--- src/hdl/mwz_params.svh ---
// Constants for the write, calibration and termination block.
// Assumes inclusion by bare name from each design file.
`ifndef MWZ_PARAMS_SVH
`define MWZ_PARAMS_SVH

// Register byte offsets
`define MWZ_OFF_MR0   8'h00
`define MWZ_OFF_MR1   8'h04
`define MWZ_OFF_MR5   8'h08
`define MWZ_OFF_TIM   8'h0C
`define MWZ_OFF_STAT  8'h10

// Register fields
`define MWZ_F_BURST   1:0
`define MWZ_F_NOM     10:8
`define MWZ_B_TERMINATION_STROBE    11
`define MWZ_F_PARK    8:6
`define MWZ_B_DMEN    10
`define MWZ_F_WL      4:0
`define MWZ_F_WR      12:8
`define MWZ_B_CBUSY   0
`define MWZ_B_CDONE   1
`define MWZ_B_SR      2
`define MWZ_B_TERM    3
`define MWZ_B_WBUSY   4
`define MWZ_B_OVL     5
`define MWZ_F_BANKS   11:8
`define MWZ_F_CODE    23:16

// Burst field codes, beat counts and the nominal-off code
`define MWZ_BL_FIX8   2'h0
`define MWZ_BL_OTF    2'h1
`define MWZ_BL_FIX4   2'h2
`define MWZ_BEATS8    4'h8
`define MWZ_BEATS4    4'h4
`define MWZ_NOM_OFF   3'h0

// Command codes on {ras_n, cas_n, we_n}
`define MWZ_CMD_WR    3'h4
`define MWZ_CMD_PRE   3'h2
`define MWZ_CMD_ZQ    3'h6
`define MWZ_CMD_REF   3'h1

// Reset values, counter step and calibration result code
`define MWZ_WL_RST    5'h09
`define MWZ_WR_RST    5'h0C
`define MWZ_CNT_ONE   5'h01
`define MWZ_CODE_RST  8'h00
`define MWZ_CAL_CODE  8'h5A

// Calibration periods in link clock cycles
`define MWZ_ZQINIT_CK 1024
`define MWZ_ZQOPER_CK 512

`endif

--- src/hdl/mwz_pkg.sv ---
// Types shared by the write, calibration and termination block.
// Assumes the constants header is available to the design files.
package mwz_pkg;

    // Link pins as seen from the controller
    typedef struct packed {
        logic       ck;
        logic       cke;
        logic       cs_n;
        logic       act_n;
        logic       ras_n;
        logic       cas_n;
        logic       we_n;
        logic       a10;
        logic       a12;
        logic [1:0] ba;
        logic       termination_control_pin;
        logic       dm_n;
        logic [7:0] dq;
    } mwz_pins_t;

    // Write sequence states
    typedef enum logic [1:0] {
        W_IDLE = 2'b00,
        W_LAT  = 2'b01,
        W_DATA = 2'b10,
        W_REC  = 2'b11
    } mwz_wst_t;

    // One beat toward the array
    typedef struct packed {
        logic       we;
        logic [1:0] bank;
        logic [2:0] beat;
        logic [7:0] data;
    } mwz_core_wr_t;

    // Termination control toward the pads
    typedef struct packed {
        logic       en;
        logic       strobe_en;
        logic [2:0] val;
    } mwz_term_t;

    // Calibration engine state
    typedef struct packed {
        logic        busy;
        logic        first_done;
        logic        done;
        logic [15:0] cnt;
        logic [7:0]  code;
    } mwz_cal_st_t;

    // Main block state
    typedef struct packed {
        mwz_pins_t    s1;
        mwz_pins_t    s2;
        logic         ck_d;
        logic         cke_d;
        logic [1:0]   burst;
        logic [2:0]   nom;
        logic         termination_strobe;
        logic [2:0]   park;
        logic         dm_en;
        logic [4:0]   wl;
        logic [4:0]   wr;
        logic         ap_wr;
        logic [7:0]   ap_addr;
        logic [31:0]  rdata;
        mwz_wst_t     wst;
        logic [4:0]   cnt;
        logic [3:0]   beat;
        logic [3:0]   nbeat;
        logic [3:0]   wbeats;
        logic [1:0]   bank;
        logic         autopre;
        logic         sr;
        logic [3:0]   open;
        logic         ovl;
        mwz_core_wr_t cw;
        logic         pre;
        logic [1:0]   pre_bank;
        logic         ref_p;
        mwz_term_t    term;
    } mwz_st_t;

endpackage

--- src/hdl/mwz_cal_engine.sv ---
// Long calibration engine: counts the allowed period in link clocks.
// Assumes start and tick are one-cycle pulses on hclk.
`timescale 1ns/1ps
`default_nettype none
`include "mwz_params.svh"
module mwz_cal_engine #(
    parameter int INIT_CK = `MWZ_ZQINIT_CK,
    parameter int OPER_CK = `MWZ_ZQOPER_CK
) (
    // Clock and reset
    input  wire logic       hclk,
    input  wire logic       hresetn,
    // Control
    input  wire logic       start,
    input  wire logic       tick,
    // Result
    output logic            busy,
    output logic            first_done,
    output logic            done,
    output logic [7:0]      code
);
    localparam logic [15:0] INIT_N = INIT_CK[15:0];
    localparam logic [15:0] OPER_N = OPER_CK[15:0];

    // Counter is sixteen bits wide
    generate
        if (INIT_CK < 1 || INIT_CK > 65535 ||
            OPER_CK < 1 || OPER_CK > 65535) begin : g_chk
            $error("calibration period out of range");
        end
    endgenerate

    mwz_pkg::mwz_cal_st_t st;
    mwz_pkg::mwz_cal_st_t n;

    // First run after reset gets the longer period
    always_comb begin
        n = st;
        n.done = 1'b0;
        if (start && !st.busy) begin
            n.busy = 1'b1;
            n.cnt  = st.first_done ? OPER_N : INIT_N;
        end else if (st.busy && tick) begin
            if (st.cnt == 16'h0001) begin
                n.busy       = 1'b0;
                n.done       = 1'b1;
                n.first_done = 1'b1;
                n.code       = `MWZ_CAL_CODE; // Results moved to I/O
            end else begin
                n.cnt = st.cnt - 16'h0001;
            end
        end
    end

    // State register
    always_ff @(posedge hclk or negedge hresetn) begin
        if (!hresetn) begin
            st <= '0;
        end else begin
            st <= n;
        end
    end

    assign busy       = st.busy;
    assign first_done = st.first_done;
    assign done       = st.done;
    assign code       = st.code;
endmodule
`default_nettype wire

--- src/hdl/mwz_core.sv ---
// Device-side write sequencing, calibration start and termination.
// Assumes link pins from another clock and an AHB-Lite master.
`timescale 1ns/1ps
`default_nettype none
`include "mwz_params.svh"
module mwz_core #(
    parameter int ZQINIT_CK = `MWZ_ZQINIT_CK,
    parameter int ZQOPER_CK = `MWZ_ZQOPER_CK
) (
    // Clock and reset
    input  wire logic                   hclk,
    input  wire logic                   hresetn,
    // AHB-Lite slave
    input  wire logic                   hsel,
    input  wire logic [31:0]            haddr,
    input  wire logic [1:0]             htrans,
    input  wire logic                   hwrite,
    input  wire logic [2:0]             hsize,
    input  wire logic [31:0]            hwdata,
    input  wire logic                   hready,
    output logic                        hreadyout,
    output logic [31:0]                 hrdata,
    output logic                        hresp,
    // Link pins from the controller
    input  wire mwz_pkg::mwz_pins_t     link_pins,
    // Array side
    output mwz_pkg::mwz_core_wr_t       core_wr,
    output logic                        bank_precharge,
    output logic [1:0]                  precharge_bank,
    output logic                        write_recovery_ref,
    // Pads side
    output mwz_pkg::mwz_term_t          term,
    output logic [7:0]                  io_cal_code,
    output logic                        cal_busy
);
    mwz_pkg::mwz_st_t   st;
    mwz_pkg::mwz_st_t   n;
    mwz_pkg::mwz_pins_t p;
    logic       rise;
    logic       fall;
    logic       cmd_on;
    logic [2:0] code3;
    logic       is_act;
    logic       is_wr;
    logic       is_pre;
    logic       is_zq;
    logic       is_sre;
    logic       is_srx;
    logic       cal_start;
    logic       wr_go;
    logic       odt_ign;
    logic       take;
    logic       cal_first;
    logic       cal_done;

    // Link edges come from the second sync stage only
    assign p      = st.s2;
    assign rise   = p.ck & ~st.ck_d;
    assign fall   = ~p.ck & st.ck_d;
    assign cmd_on = rise & p.cke & ~p.cs_n;
    assign code3  = {p.ras_n, p.cas_n, p.we_n};

    // Command decode on link clock rising edges
    assign is_act = cmd_on & ~p.act_n;
    assign is_wr  = cmd_on & p.act_n & (code3 == `MWZ_CMD_WR);
    assign is_pre = cmd_on & p.act_n & (code3 == `MWZ_CMD_PRE);
    assign is_zq  = cmd_on & p.act_n & (code3 == `MWZ_CMD_ZQ);
    assign is_sre = rise & st.cke_d & ~p.cke & ~p.cs_n & p.act_n &
                    (code3 == `MWZ_CMD_REF) & ~st.sr;
    assign is_srx = rise & st.sr & p.cke;

    // Only the long form starts the engine
    // No wait for the delay line: relock runs alongside
    assign cal_start = is_zq & p.a10 & ~st.sr;

    // A write may preempt recovery unless a close is pending
    assign wr_go = is_wr & ((st.wst == mwz_pkg::W_IDLE) |
                   ((st.wst == mwz_pkg::W_REC) & ~st.autopre));

    // Pin ignored without nominal value or in self-refresh
    assign odt_ign = (st.nom == `MWZ_NOM_OFF) | st.sr;

    // Address phase accepted
    assign take = hsel & hready & htrans[1];

    mwz_cal_engine #(
        .INIT_CK (ZQINIT_CK),
        .OPER_CK (ZQOPER_CK)
    ) u_cal (
        .hclk       (hclk),
        .hresetn    (hresetn),
        .start      (cal_start),
        .tick       (rise),
        .busy       (cal_busy),
        .first_done (cal_first),
        .done       (cal_done),
        .code       (io_cal_code)
    );

    // Next-state logic for the whole block
    always_comb begin
        logic take_beat;
        take_beat = 1'b0;
        n = st;
        n.s1     = link_pins;
        n.s2     = st.s1;
        n.ck_d   = st.s2.ck;
        n.cke_d  = rise ? p.cke : st.cke_d;
        n.cw.we  = 1'b0;
        n.pre    = 1'b0;
        n.ref_p  = 1'b0;
        n.ap_wr  = take & hwrite;
        if (take) begin
            n.ap_addr = haddr[7:0];
        end

        // Register writes in the data phase
        if (st.ap_wr) begin
            case (st.ap_addr)
                `MWZ_OFF_MR0: begin
                    n.burst = hwdata[`MWZ_F_BURST];
                end
                `MWZ_OFF_MR1: begin
                    n.nom  = hwdata[`MWZ_F_NOM];
                    n.termination_strobe = hwdata[`MWZ_B_TERMINATION_STROBE];
                end
                `MWZ_OFF_MR5: begin
                    n.park  = hwdata[`MWZ_F_PARK];
                    n.dm_en = hwdata[`MWZ_B_DMEN];
                end
                `MWZ_OFF_TIM: begin
                    n.wl = hwdata[`MWZ_F_WL];
                    n.wr = hwdata[`MWZ_F_WR];
                end
                `MWZ_OFF_STAT: begin
                    if (hwdata[`MWZ_B_OVL]) begin
                        n.ovl = 1'b0;
                    end
                end
                default: begin
                end
            endcase
        end

        // Self-refresh entry and exit; exit starts no calibration
        if (is_sre) begin
            n.sr = 1'b1;
        end else if (is_srx) begin
            n.sr = 1'b0;
        end

        // Bank open tracking
        if (is_act) begin
            n.open[p.ba] = 1'b1;
        end
        if (is_pre) begin
            n.open[p.ba] = 1'b0;
        end

        // Write sequence in link clock edges
        case (st.wst)
            mwz_pkg::W_IDLE: begin
            end
            mwz_pkg::W_LAT: begin
                if (rise) begin
                    if (st.cnt == st.wl) begin
                        n.wst     = mwz_pkg::W_DATA;
                        take_beat = 1'b1;
                    end else begin
                        n.cnt = st.cnt + `MWZ_CNT_ONE;
                    end
                end
            end
            mwz_pkg::W_DATA: begin
                if (rise | fall) begin
                    if (st.beat == st.nbeat) begin
                        // Recovery starts at the edge after last beat
                        n.wst   = mwz_pkg::W_REC;
                        n.ref_p = 1'b1;
                        n.cnt   = `MWZ_CNT_ONE;
                    end else begin
                        take_beat = 1'b1;
                    end
                end
            end
            mwz_pkg::W_REC: begin
                if (rise) begin
                    if (st.cnt == st.wr) begin
                        // Close only after recovery elapsed
                        n.wst = mwz_pkg::W_IDLE;
                        if (st.autopre) begin
                            n.open[st.bank] = 1'b0;
                            n.pre           = 1'b1;
                            n.pre_bank      = st.bank;
                        end
                    end else begin
                        n.cnt = st.cnt + `MWZ_CNT_ONE;
                    end
                end
            end
            default: begin
                n.wst = mwz_pkg::W_IDLE;
            end
        endcase

        // One beat per link edge; mask low drops the lane
        if (take_beat) begin
            n.cw.we   = (st.beat < st.wbeats) & (~st.dm_en | p.dm_n);
            n.cw.data = p.dq;
            n.cw.bank = st.bank;
            n.cw.beat = st.beat[2:0];
            n.beat    = st.beat + 4'h1;
        end

        // New write: burst length from the field and chop bit
        if (wr_go) begin
            n.wst     = mwz_pkg::W_LAT;
            n.cnt     = `MWZ_CNT_ONE;
            n.bank    = p.ba;
            n.autopre = p.a10;
            n.beat    = 4'h0;
            case (st.burst)
                `MWZ_BL_FIX4: begin
                    n.nbeat  = `MWZ_BEATS4;
                    n.wbeats = `MWZ_BEATS4;
                end
                `MWZ_BL_OTF: begin
                    n.nbeat  = `MWZ_BEATS8;
                    n.wbeats = p.a12 ? `MWZ_BEATS8 : `MWZ_BEATS4;
                end
                default: begin
                    n.nbeat  = `MWZ_BEATS8;
                    n.wbeats = `MWZ_BEATS8;
                end
            endcase
        end

        // Dropped write flag; a set beats a same-cycle clear
        if (is_wr & ~wr_go) begin
            n.ovl = 1'b1;
        end

        // Parked value only; off in self-refresh and calibration
        n.term.en = ~n.sr & ~cal_busy & (odt_ign | ~p.termination_control_pin);
        n.term.strobe_en = n.term.en & st.termination_strobe;
        n.term.val = st.park;

        // Register fields read from next values, so a write is seen at once
        if (take & ~hwrite) begin
            n.rdata = 32'h0000_0000;
            case (haddr[7:0])
                `MWZ_OFF_MR0: n.rdata[`MWZ_F_BURST] = n.burst;
                `MWZ_OFF_MR1: begin
                    n.rdata[`MWZ_F_NOM]  = n.nom;
                    n.rdata[`MWZ_B_TERMINATION_STROBE] = n.termination_strobe;
                end
                `MWZ_OFF_MR5: begin
                    n.rdata[`MWZ_F_PARK] = n.park;
                    n.rdata[`MWZ_B_DMEN] = n.dm_en;
                end
                `MWZ_OFF_TIM: begin
                    n.rdata[`MWZ_F_WL] = n.wl;
                    n.rdata[`MWZ_F_WR] = n.wr;
                end
                `MWZ_OFF_STAT: begin
                    n.rdata[`MWZ_B_CBUSY] = cal_busy;
                    n.rdata[`MWZ_B_CDONE] = cal_first;
                    n.rdata[`MWZ_B_SR]    = n.sr;
                    n.rdata[`MWZ_B_TERM]  = st.term.en;
                    n.rdata[`MWZ_B_WBUSY] = n.wst != mwz_pkg::W_IDLE;
                    n.rdata[`MWZ_B_OVL]   = n.ovl;
                    n.rdata[`MWZ_F_BANKS] = n.open;
                    n.rdata[`MWZ_F_CODE]  = io_cal_code;
                end
                default: begin
                end
            endcase
        end
    end

    // State register; reset values are constants only
    always_ff @(posedge hclk or negedge hresetn) begin
        if (!hresetn) begin
            st       <= '0;
            st.wl    <= `MWZ_WL_RST;
            st.wr    <= `MWZ_WR_RST;
            st.wst   <= mwz_pkg::W_IDLE;
        end else begin
            st <= n;
        end
    end

    // Zero-wait slave, always OKAY
    assign hreadyout          = 1'b1;
    assign hresp              = 1'b0;
    assign hrdata             = st.rdata;
    assign core_wr            = st.cw;
    assign bank_precharge     = st.pre;
    assign precharge_bank     = st.pre_bank;
    assign write_recovery_ref = st.ref_p;
    assign term               = st.term;
endmodule
`default_nettype wire

--- config.mk ---
export PLATFORM = sky130hd
export DESIGN_NAME = mwz_core
export DESIGN_NICKNAME = d
export VERILOG_FILES = /design/src/hdl/mwz_pkg.sv /design/src/hdl/mwz_cal_engine.sv /design/src/hdl/mwz_core.sv
export VERILOG_INCLUDE_DIRS = /design/src /design/src/hdl
export SDC_FILE = /design/constraint.sdc
export NUM_CORES = 1
export LEC_CHECK = 0
export BUFFER_PORTS_ARGS = -buffer_cell sky130_fd_sc_hd__buf_2
export CORE_ASPECT_RATIO = 0.8
export CORE_MARGIN = 3
export CORE_UTILIZATION = 42
export CTS_BUF_LIST = sky130_fd_sc_hd__clkbuf_16
export DETAILED_ROUTE_END_ITERATION = 6
export GPL_TIMING_DRIVEN = 0
export PLACE_DENSITY = 0.67
export REMOVE_ABC_BUFFERS = 1
export SYNTH_ARGS = -nofsm -noshare
export SYNTH_HDL_FRONTEND = slang
export SYNTH_SLANG_ARGS = --single-unit
--- constraint.sdc ---
create_clock -name hclk -period 2.76 [get_ports hclk]
set_clock_uncertainty 0.15 [all_clocks]
set_input_delay 0.414 -clock hclk [delete_from_list [all_inputs] [get_ports hclk]]
set_output_delay 0.414 -clock hclk [all_outputs]
set_load 0.02 [all_outputs]
Yosys cells after proc, flatten, opt, wreduce, memory -nomap -nowiden. Index checks and enable logic that the tools add are counted.

Add/subtract/negate cells: 3. Order comparisons: 5. Equal/unequal tests: 28. Multiplexer cells: 64. Bitwise operators: 54. Reductions and logical operators: 19.

Operators by type and width (number): 2-to-1 mux 7 bit (6); 2-to-1 mux 4 bit (10); equality test 8 x 4 -> 1 bit, second input constant (4); 2-to-1 mux 16 bit (2); bitwise AND 1 bit (30); 2-to-1 mux 27 bit (1); 2-to-1 mux 22 bit (1); one-hot mux 7 bit (3 select lines) (1); 2-to-1 mux 20 bit (1); 2-to-1 mux 1 bit (18); != test 3 bit, second input constant (6); equality test 16 x 1 -> 1 bit, second input constant (1); equality test 8 x 3 -> 1 bit, second input constant (2); equality test 8 x 5 -> 1 bit, second input constant (2); zero test 8 bit (2); one-hot mux 8 bit (2 select lines) (1); subtractor 16 x 1 -> 16 bit, second input constant (1); 2-to-1 mux 3 bit (5); 2-to-1 mux 14 bit (1); inverter 1 bit (14); 2-to-1 mux 11 bit (1); equality test 5 bit (2); 2-to-1 mux 10 bit (1); 2-to-1 mux 5 bit (2); other kinds (33) (58).

Register bits: 164. Input port bits: 95. Output and inout bits: 66.

Logic depth before layout (Yosys ltp). Gate-level depths: netlist of the first run.

Depth in word-level cells: 14. Mapped depth: 10. Mapped depth without buffers: 8.

Hierarchy. From an unflattened synthesis of the first run, not the netlist that was laid out.

Cells, all modules: 645. Area total of the unflattened synthesis: 7320.8 um2.

By module, submodules not included: mwz_core (instances 1, cells each 531, area an instance 6238.5 um2, sequential area each 3533.4 um2); mwz_cal_engine (instances 1, cells each 114, area an instance 1082.3 um2, sequential area each 475.5 um2).

Worst setup path after synthesis of the first run. OpenSTA, ideal clock, no wires.

Path kind: reg-to-reg. From: register st[84] in the netlist's numbering. To: register st (netlist bit hrdata[11]). Library setup time: 0.126 ns. Data arrival time: 2.080 ns. Required time: 2.484 ns. Slack: 0.404 ns. Stages on the path, launching flop included: 7. Buffers on the path: 1. Cell sequence: dfrtp_1 nor4_4 and4_1 buf_4 mux2_2 a41o_1 o32a_1.

RTL lines: start, declared (line mwz_core.sv:36) `mwz_pkg::mwz_st_t st;`; start signal, assigned (line mwz_core.sv:289) `st <= n;`.

==> results of run 1 <==
[cell usage in the layout, fill, tap and decap left out, types with 15 or more instances in the layout]
master,count
a21oi_1,15
buf_2,91
clkbuf_16,17
conb_1,21
dfrtp_1,148
dlygate4sd3_1,22
ha_1,15
inv_1,26
mux2_2,35
nand2_1,51
nand3_1,22
nor2_1,43
nor3_1,15
o21ai_0,23
xnor2_1,17
[power by group through the flow]
stage | clock network (W) | logic (W) | registers (W)
floorplan | 0 | 0.000553 | 0.00267
CTS | 0.00227 | 0.000867 | 0.00265
global placement | 0 | 0.000795 | 0.00267
global route | 0.00237 | 0.000973 | 0.00268
detailed placement | 0 | 0.000838 | 0.00269
finish | 0.00221 | 0.000863 | 0.00265
[cells in the mapped netlist (3+ instances only)]
master / n / area, um^2
a21oi_1: 15 / 75.07
ha_1: 15 / 187.7
xor2_1: 9 / 78.83
o22ai_1: 3 / 18.77
nand2_1: 51 / 191.4
mux2i_1: 6 / 60.06
and2_1: 4 / 25.02
nor2b_1: 11 / 68.82
nand3_1: 22 / 110.1
or3_1: 5 / 31.28
o21ai_1: 7 / 35.03
or4_1: 3 / 22.52
nor4_1: 6 / 37.54
inv_1: 25 / 93.84
o21a_1: 3 / 22.52
nand4_1: 8 / 50.05
nor2_1: 43 / 161.4
xnor2_1: 17 / 148.9
dfstp_2: 4 / 105.1
nand2b_1: 6 / 37.54
o21ai_0: 23 / 115.1
mux2_2: 35 / 394.1
clkbuf_1: 6 / 22.52
nor4b_1: 3 / 26.28
a21o_1: 3 / 22.52
dfrtp_1: 148 / 3704
o211ai_1: 3 / 22.52
nor3_1: 16 / 80.08
buf_4: 69 / 518.0
mux2_1: 6 / 67.56
[flip-flops by register name (all words and copies together), names as in the netlist]
signal	flops
st	52
u_cal.st	16
core_wr	14
u_cal.first_done	1
precharge_bank	2
p	17
code3	3
write_recovery_ref	1
term	5
n	25
bank_precharge	1
u_cal.busy	1
hrdata	14
[worst register-to-register path: cells and delay by family (launching register included)]
family	cells	cell delay [ps]
compound gates	2	570
flops	1	400
mux	1	400
simple gates	2	980
[layout make-up]
class / count / area share (%)
flip-flops and latches: 152 / 46.67
multi-input cells: 391 / 32.75
repair buffers: 120 / 9.214
clock buffers: 17 / 5.212
well taps: 215 / 3.296
clock inverters: 14 / 1.717
inverters: 25 / 1.150
[through the flow]
stage / instances / util (%) / area, um^2 / hold WS [ps] / setup slack [ps]
floorplan: 568 / - / 6546 / -31.59 / 226.5
global placement: 875 / 45.31 / 7276 / 183.4 / -967.4
detailed placement: 877 / 45.61 / 7323 / 184.7 / -193.8
CTS: 934 / 50.72 / 8144 / 76.60 / 3.973
global route: 934 / 50.83 / 8162 / 80.69 / 17.08
finish: 934 / 50.83 / 8162 / 94.84 / 130.6
[kinds of logic (layout without fill, tap and decap cells)]
| kind of cell | after synthesis | count (layout) | share of synthesized area [%] |
|---|---|---|---|
| AND/OR/NAND/NOR | 199 | 199 | 15.41 |
| flip-flops | 152 | 152 | 54.21 |
| buffers and inverters | 102 | 176 | 9.172 |
| AO/OA/AOI/OAI | 82 | 82 | 7.551 |
| multiplexers | 48 | 48 | 7.640 |
| XOR/XNOR | 26 | 26 | 3.241 |
| adder cells (fa/ha/maj) | 15 | 15 | 2.671 |
| other | 2 | 21 | 0.1069 |
[path summary, 6_finish.rpt]
path | start | endpoint | slack, ps | depth (start not counted)
min in group asynchronous | hresetn | term[4] | 400 | 2
setup / recovery | st[84] | hrdata[11] | 130 | 5
max in group asynchronous | hresetn | core_wr[12] | 1240 | 3
hold reg to reg | n[128] | code3[0] | 200 | 0
hold / removal | hwdata[3] | st[100] | 90 | 2
setup reg to reg | st[84] | hrdata[11] | 130 | 5
[routing by layer]
layer / vias to the layer above / wire length (um) / GRT usage [%]
met2: 132 / 6654 / 25.12
li1: 2256 / - / -
met4: 0 / 168 / 5.549
met5: - / 0 / 0
met1: 2313 / 6651 / 23.62
met3: 16 / 891 / 4.091
[repair_timing]
item,4_1_cts,5_1_grt
buffers inserted,4,0
hold buffers,22,0
resized for setup,1,4
hold endpoints to repair,83,0
endpoints found under the setup margin,10,26
pin swaps,1,0
==> results by group, run 1 <==
STA
  – Setup TNS: 0 ps
  – Max-slew headroom: 45.84%
  – Max frequency: 380.3 MHz
  – Max-slew violation total from the final report: 0
  – Tcrit/Tclk final: 95.27%
  – Worst slew pin tran: 812.4 ps
  – RSZ-0062 raised after global routing: no
  – Final setup violation count: 0
  – Final Hold Fails: 0
  – Min Tclk post-route: 2629 ps

Global routing
  – Largest net degree at the start of global routing: 87
  – Vias in the first global route: 4780
  – GRT overflow: 0
  – Initial antenna violation count: 0
  – First-pass GRT wire length: 24.05 mm
  – GRT Util Overall: 16.61%

Clock network
  – CTS tree: yes
  – Reg clk slew, reported paths: 60 ps
  – CTS Buf Count: 17
  – CTS max path bufs: 2
  – Clk sinks: 152
  – Clock latency on the worst-skew pair: 420 ps
  – Root buf cell: clkbuf_16
  – CTS H-tree depth: 4

Drt
  – DRC Markers: 0
  – Starting DRT DRC Count: 339
  – Drt total wl: 14.37 mm
  – First-pass DRT Iterations: 5
  – Wire per inst: 15.38 um
  – DR vias: 4717
  – Post-detailed-route count of antenna-violating nets: 0
  – Via density: 5.050

Die
  – Die area: 18330 um^2
  – Row count: 41
  – IO Pins: 161
  – Starting density of the core: 43.75%
  – Die H: 121.7 um
  – Core box area: 16060 um^2
  – Chip Width: 150.6 um

Setup path
  – Top Family by Delay on Critical Path: simple AND/OR/NAND/NOR gates
  – Arrival @ worst endpoint: 2770 ps
  – Critical Path End Type: flip-flop
  – Buf+Inv Stages, Crit Path: 0
  – Critical path type: reg2reg
  – Startpoint types: flip-flop
  – CP max stage cell: and4_2
  – CP peak stage delay: 500 ps
  – Worst Path Required: 2900 ps
  – CP max FO: 10
  – Worst-path cell chain: nor4_4 -> and4_2 -> mux2_2 -> a41o_1 -> o32a_1

Cells and area
  – Layout cells sized above 1: 26.15%
  – Layout Nets: 817
  – Fill count: 1438
  – Layout overhead on the synthesized area: 16.17%
  – Multi-input gate area: 2673 um^2
  – Register area: 3809 um^2
  – # diodes: 0

Power
  – Clock share of power: 38.6%
  – Internal: 0.004068 W
  – Net Switching: 0.001659 W
  – Static leakage: 3.936 nW
  – Pwr dens: 701.6 nW/um^2
  – Pwr Total: 0.005726 W
  – Logic pwr share: 15.1%
  – Switching Share: 28.96%
  – VDD IR-drop max: 0.0004049 V
  – Flop pwr share: 46.3%

Synth
  – Seq/Total Area, Yosys: 54.21%
  – Synth Warn #: 0
  – Count of cell types in the netlist: 67
  – Post-synth top flop: dfrtp_1
  – Mapped Cells: 626
  – Synth Cell Area: 7025 um^2
  – Post-synth EDFFs: 0
  – FF+latch count, synth: 152
  – Synth async-reset ratio: 100.0%
  – Mean area per synthesized cell: 11.22 um^2

Run status
  – Outcome: complete, no violations

Placed design
  – DPL Wire Length: 10.38 mm
  – Final GP Congestion: 0.9074
  – I/O Buffers: 92

Hold path
  – Worst hold path class: in2reg

Job
  – Number of max-cap violations: 0
Note: power is estimated with default switching activity, not from simulation.
==> run 2: changes to the inputs <==
--- a/config.mk
+++ b/config.mk
@@ -13,8 +13,8 @@
 export CTS_BUF_LIST = sky130_fd_sc_hd__clkbuf_16
 export DETAILED_ROUTE_END_ITERATION = 6
 export GPL_TIMING_DRIVEN = 0
-export PLACE_DENSITY = 0.67
-export REMOVE_ABC_BUFFERS = 1
+export PLACE_DENSITY = 0.66
 export SYNTH_ARGS = -nofsm -noshare
 export SYNTH_HDL_FRONTEND = slang
+export SYNTH_HIERARCHICAL = 1
 export SYNTH_SLANG_ARGS = --single-unit
==> results by group, run 2 <==
STA
  – Max frequency: 374.3 MHz (-1.6%)
  – Min Tclk post-route: 2672 ps (+42.34 ps)
  – Tcrit/Tclk final: 96.80% (+1.5 points)
  – Max-slew violation total from the final report: 0 (unchanged)
  – Final setup violation count: 0 (unchanged)
  – Worst slew pin tran: 956.7 ps (+144.3 ps)
  – Final Hold Fails: 0 (unchanged)
  – Setup TNS: 0 ps (unchanged)
  – Worst Slack Setup Final: 88.27 ps (-42.34 ps)
  – Max-slew headroom: 35.63% (-10 points)

Cells and area
  – Largest reg by FF count: st
  – # diodes: 0 (unchanged)
  – Largest register FFs: 52 (unchanged)
  – Commonest cells after routing, fill and taps aside: dfrtp_1, buf_2, buf_4
  – Layout overhead on the synthesized area: 22.92%
  – Layout Nets: 905 (+11%)
  – Commonest non-fill, non-tap cell in the layout: dfrtp_1
  – Layout cells sized above 1: 31.93% (+5.8 points)
  – Fill count: 1456 (+1.3%)

Clock network
  – CTS tree: yes
  – CTS Buf Count: 17 (unchanged)
  – CTS H-tree depth: 4 (unchanged)
  – Reg clk slew, reported paths: 70 ps (about the same)
  – Clk sinks: 159 (+4.6%)
  – Clock latency on the worst-skew pair: 420 ps (about the same)
  – CTS max path bufs: 2 (unchanged)
  – Post-CTS Setup Bufs: 0 (-4)
  – Root buf cell: clkbuf_16

Setup path
  – Top Family by Delay on Critical Path: simple AND/OR/NAND/NOR gates
  – Reg-to-reg slack, setup: 90 ps (-40 ps)
  – CP peak stage delay: 540 ps (+40 ps)
  – Top cell by count, worst path: or4_4
  – CP max FO: 10 (unchanged)
  – Buf+Inv Stages, Crit Path: 1 (+1)
  – CP max stage cell: or4_4
  – Worst Path Required: 2900 ps (about the same)
  – Arrival @ worst endpoint: 2810 ps (+40 ps)
  – Startpoint types: flip-flop
  – Critical path type: reg2reg
  – Critical Path End Type: flip-flop
  – Worst-path cell chain: or4_4 -> or4_4 -> buf_6 -> mux2_4 -> a211oi_1 -> o21ai_1

Global routing
  – First-pass GRT wire length: 26.28 mm (+9.3%)
  – Largest net degree at the start of global routing: 91 (+4.6%)
  – Initial antenna violation count: 0 (unchanged)
  – Vias in the first global route: 5115 (+7.0%)
  – GRT Util Overall: 17.45% (+0.84 points)
  – GRT overflow: 0 (unchanged)

Power
  – Clock share of power: 37.3% (-1.3 points)
  – Flop pwr share: 44.7% (-1.6 points)
  – Pwr dens: 696.7 nW/um^2 (-0.70%)
  – Static leakage: 4.400 nW (+12%)
  – VDD IR-drop max: 0.0004589 V (+13%)
  – Logic pwr share: 18.0% (+2.9 points)
  – Internal: 0.004405 W (+8.3%)
  – Switching Share: 29.47% (+0.50 points)
  – Net Switching: 0.001840 W (+11%)

Synth
  – Synth Cell Area: 7292 um^2 (+3.8%)
  – Synth Warn #: 6 (+6)
  – Mapped Cells: 643 (+2.7%)
  – Mean area per synthesized cell: 11.34 um^2 (+1.0%)

Die
  – Die area: 18990 um^2 (+3.6%)
  – Die H: 123.9 um (+1.8%)
  – Starting density of the core: 43.50% (-0.26 points)
  – Core box area: 16760 um^2 (+4.4%)
  – Row count: 42 (+2.4%)
  – Chip Width: 153.3 um (+1.8%)
  – IO Pins: 161 (unchanged)

Job
  – Number of max-cap violations: 0 (unchanged)

Drt
  – DRC Markers: 0 (unchanged)
  – Via density: 5.095 (+0.89%)
  – Starting DRT DRC Count: 487 (+44%)
  – Drt total wl: 16.13 mm (+12%)
  – Wire per inst: 15.69 um (+2.0%)
  – Post-detailed-route count of antenna-violating nets: 0 (unchanged)
  – First-pass DRT Iterations: 5 (unchanged)
  – DR vias: 5238 (+11%)

Placed design
  – I/O Buffers: 96 (+4.3%)
  – Final GP Congestion: 0.8596 (-5.3%)
  – Place WS: -122.9 ps (+70.96 ps)
  – DPL Wire Length: 11.84 mm (+14%)

Run status
  – Outcome: complete, no violations

Hold path
  – Worst hold path class: in2reg
run 2: tightest hold or removal path, delay by kind of cell:
| family | cells | cell delay, ps |
|---|---|---|
| AND/OR/NAND/NOR | 1 | 50 |
| buffers and inverters | 2 | 170 |
run 2: path summary, 6_finish.rpt:
path | startpoint | to | cells past startpoint
worst max register to register | st[83] | hrdata[10] | 6
max in group asynchronous | hresetn | u_cal/st[13] | 3
min in group asynchronous | hresetn | core_wr[9] | 2
worst max-delay path | st[83] | hrdata[10] | 6
worst min register to register | n[131] | p[17] | 0
worst min-delay path | hwrite | st[91] | 3
run 2: per-layer routing:
metal,up-vias,share of wire (%),GRT usage [%]
met2,147,47,27.81
li1,2500,-,-
met1,2575,47,24.10
met3,16,4.7,4.411
met4,0,1.2,4.674
met5,-,0,0
run 2: final cells by class:
class | count | area, um^2 | area share [%]
sequential | 159 | 3984 | 44.44
multi-input combinational | 388 | 2711 | 30.25
timing repair buffer | 119 | 734.5 | 8.194
buffer | 87 | 586.8 | 6.547
clock buffer | 17 | 425.4 | 4.746
tap | 220 | 275.3 | 3.071
clock inverter | 15 | 160.2 | 1.787
inverter | 23 | 86.33 | 0.9631
run 2: power groups by stage:
| stage | Clock [W] | Sequential [W] | Combinational (W) |
|---|---|---|---|
| floorplan | 0 | 0.00276 | 0.000795 |
| global placement | 0 | 0.00281 | 0.00104 |
| detailed placement | 0 | 0.00283 | 0.00109 |
| CTS | 0.00237 | 0.00279 | 0.00111 |
| global route | 0.00247 | 0.00283 | 0.00126 |
| finish | 0.00233 | 0.00279 | 0.00112 |
run 2: timing repair:
action,4_1_cts,5_1_grt
cloned,0,0
hold buffers,22,0
hold endpoints to repair,86,0
setup endpoints to repair,2,33
resized for setup,2,7
run 2: stage by stage:
stage	hold slack (ps)	std cells	total power (W)	area [um^2]	utilization, %
2_1_floorplan	-31.59	657	0.003560	7345	-
3_3_place_gp	183.0	973	0.003852	8100	48.32
3_5_place_dp	185.5	974	0.003914	8134	48.52
4_1_cts	84.39	1028	0.006276	8947	53.37
5_1_grt	93.07	1028	0.006559	8964	53.47
6_report	97.34	1028	0.006245	8964	53.47
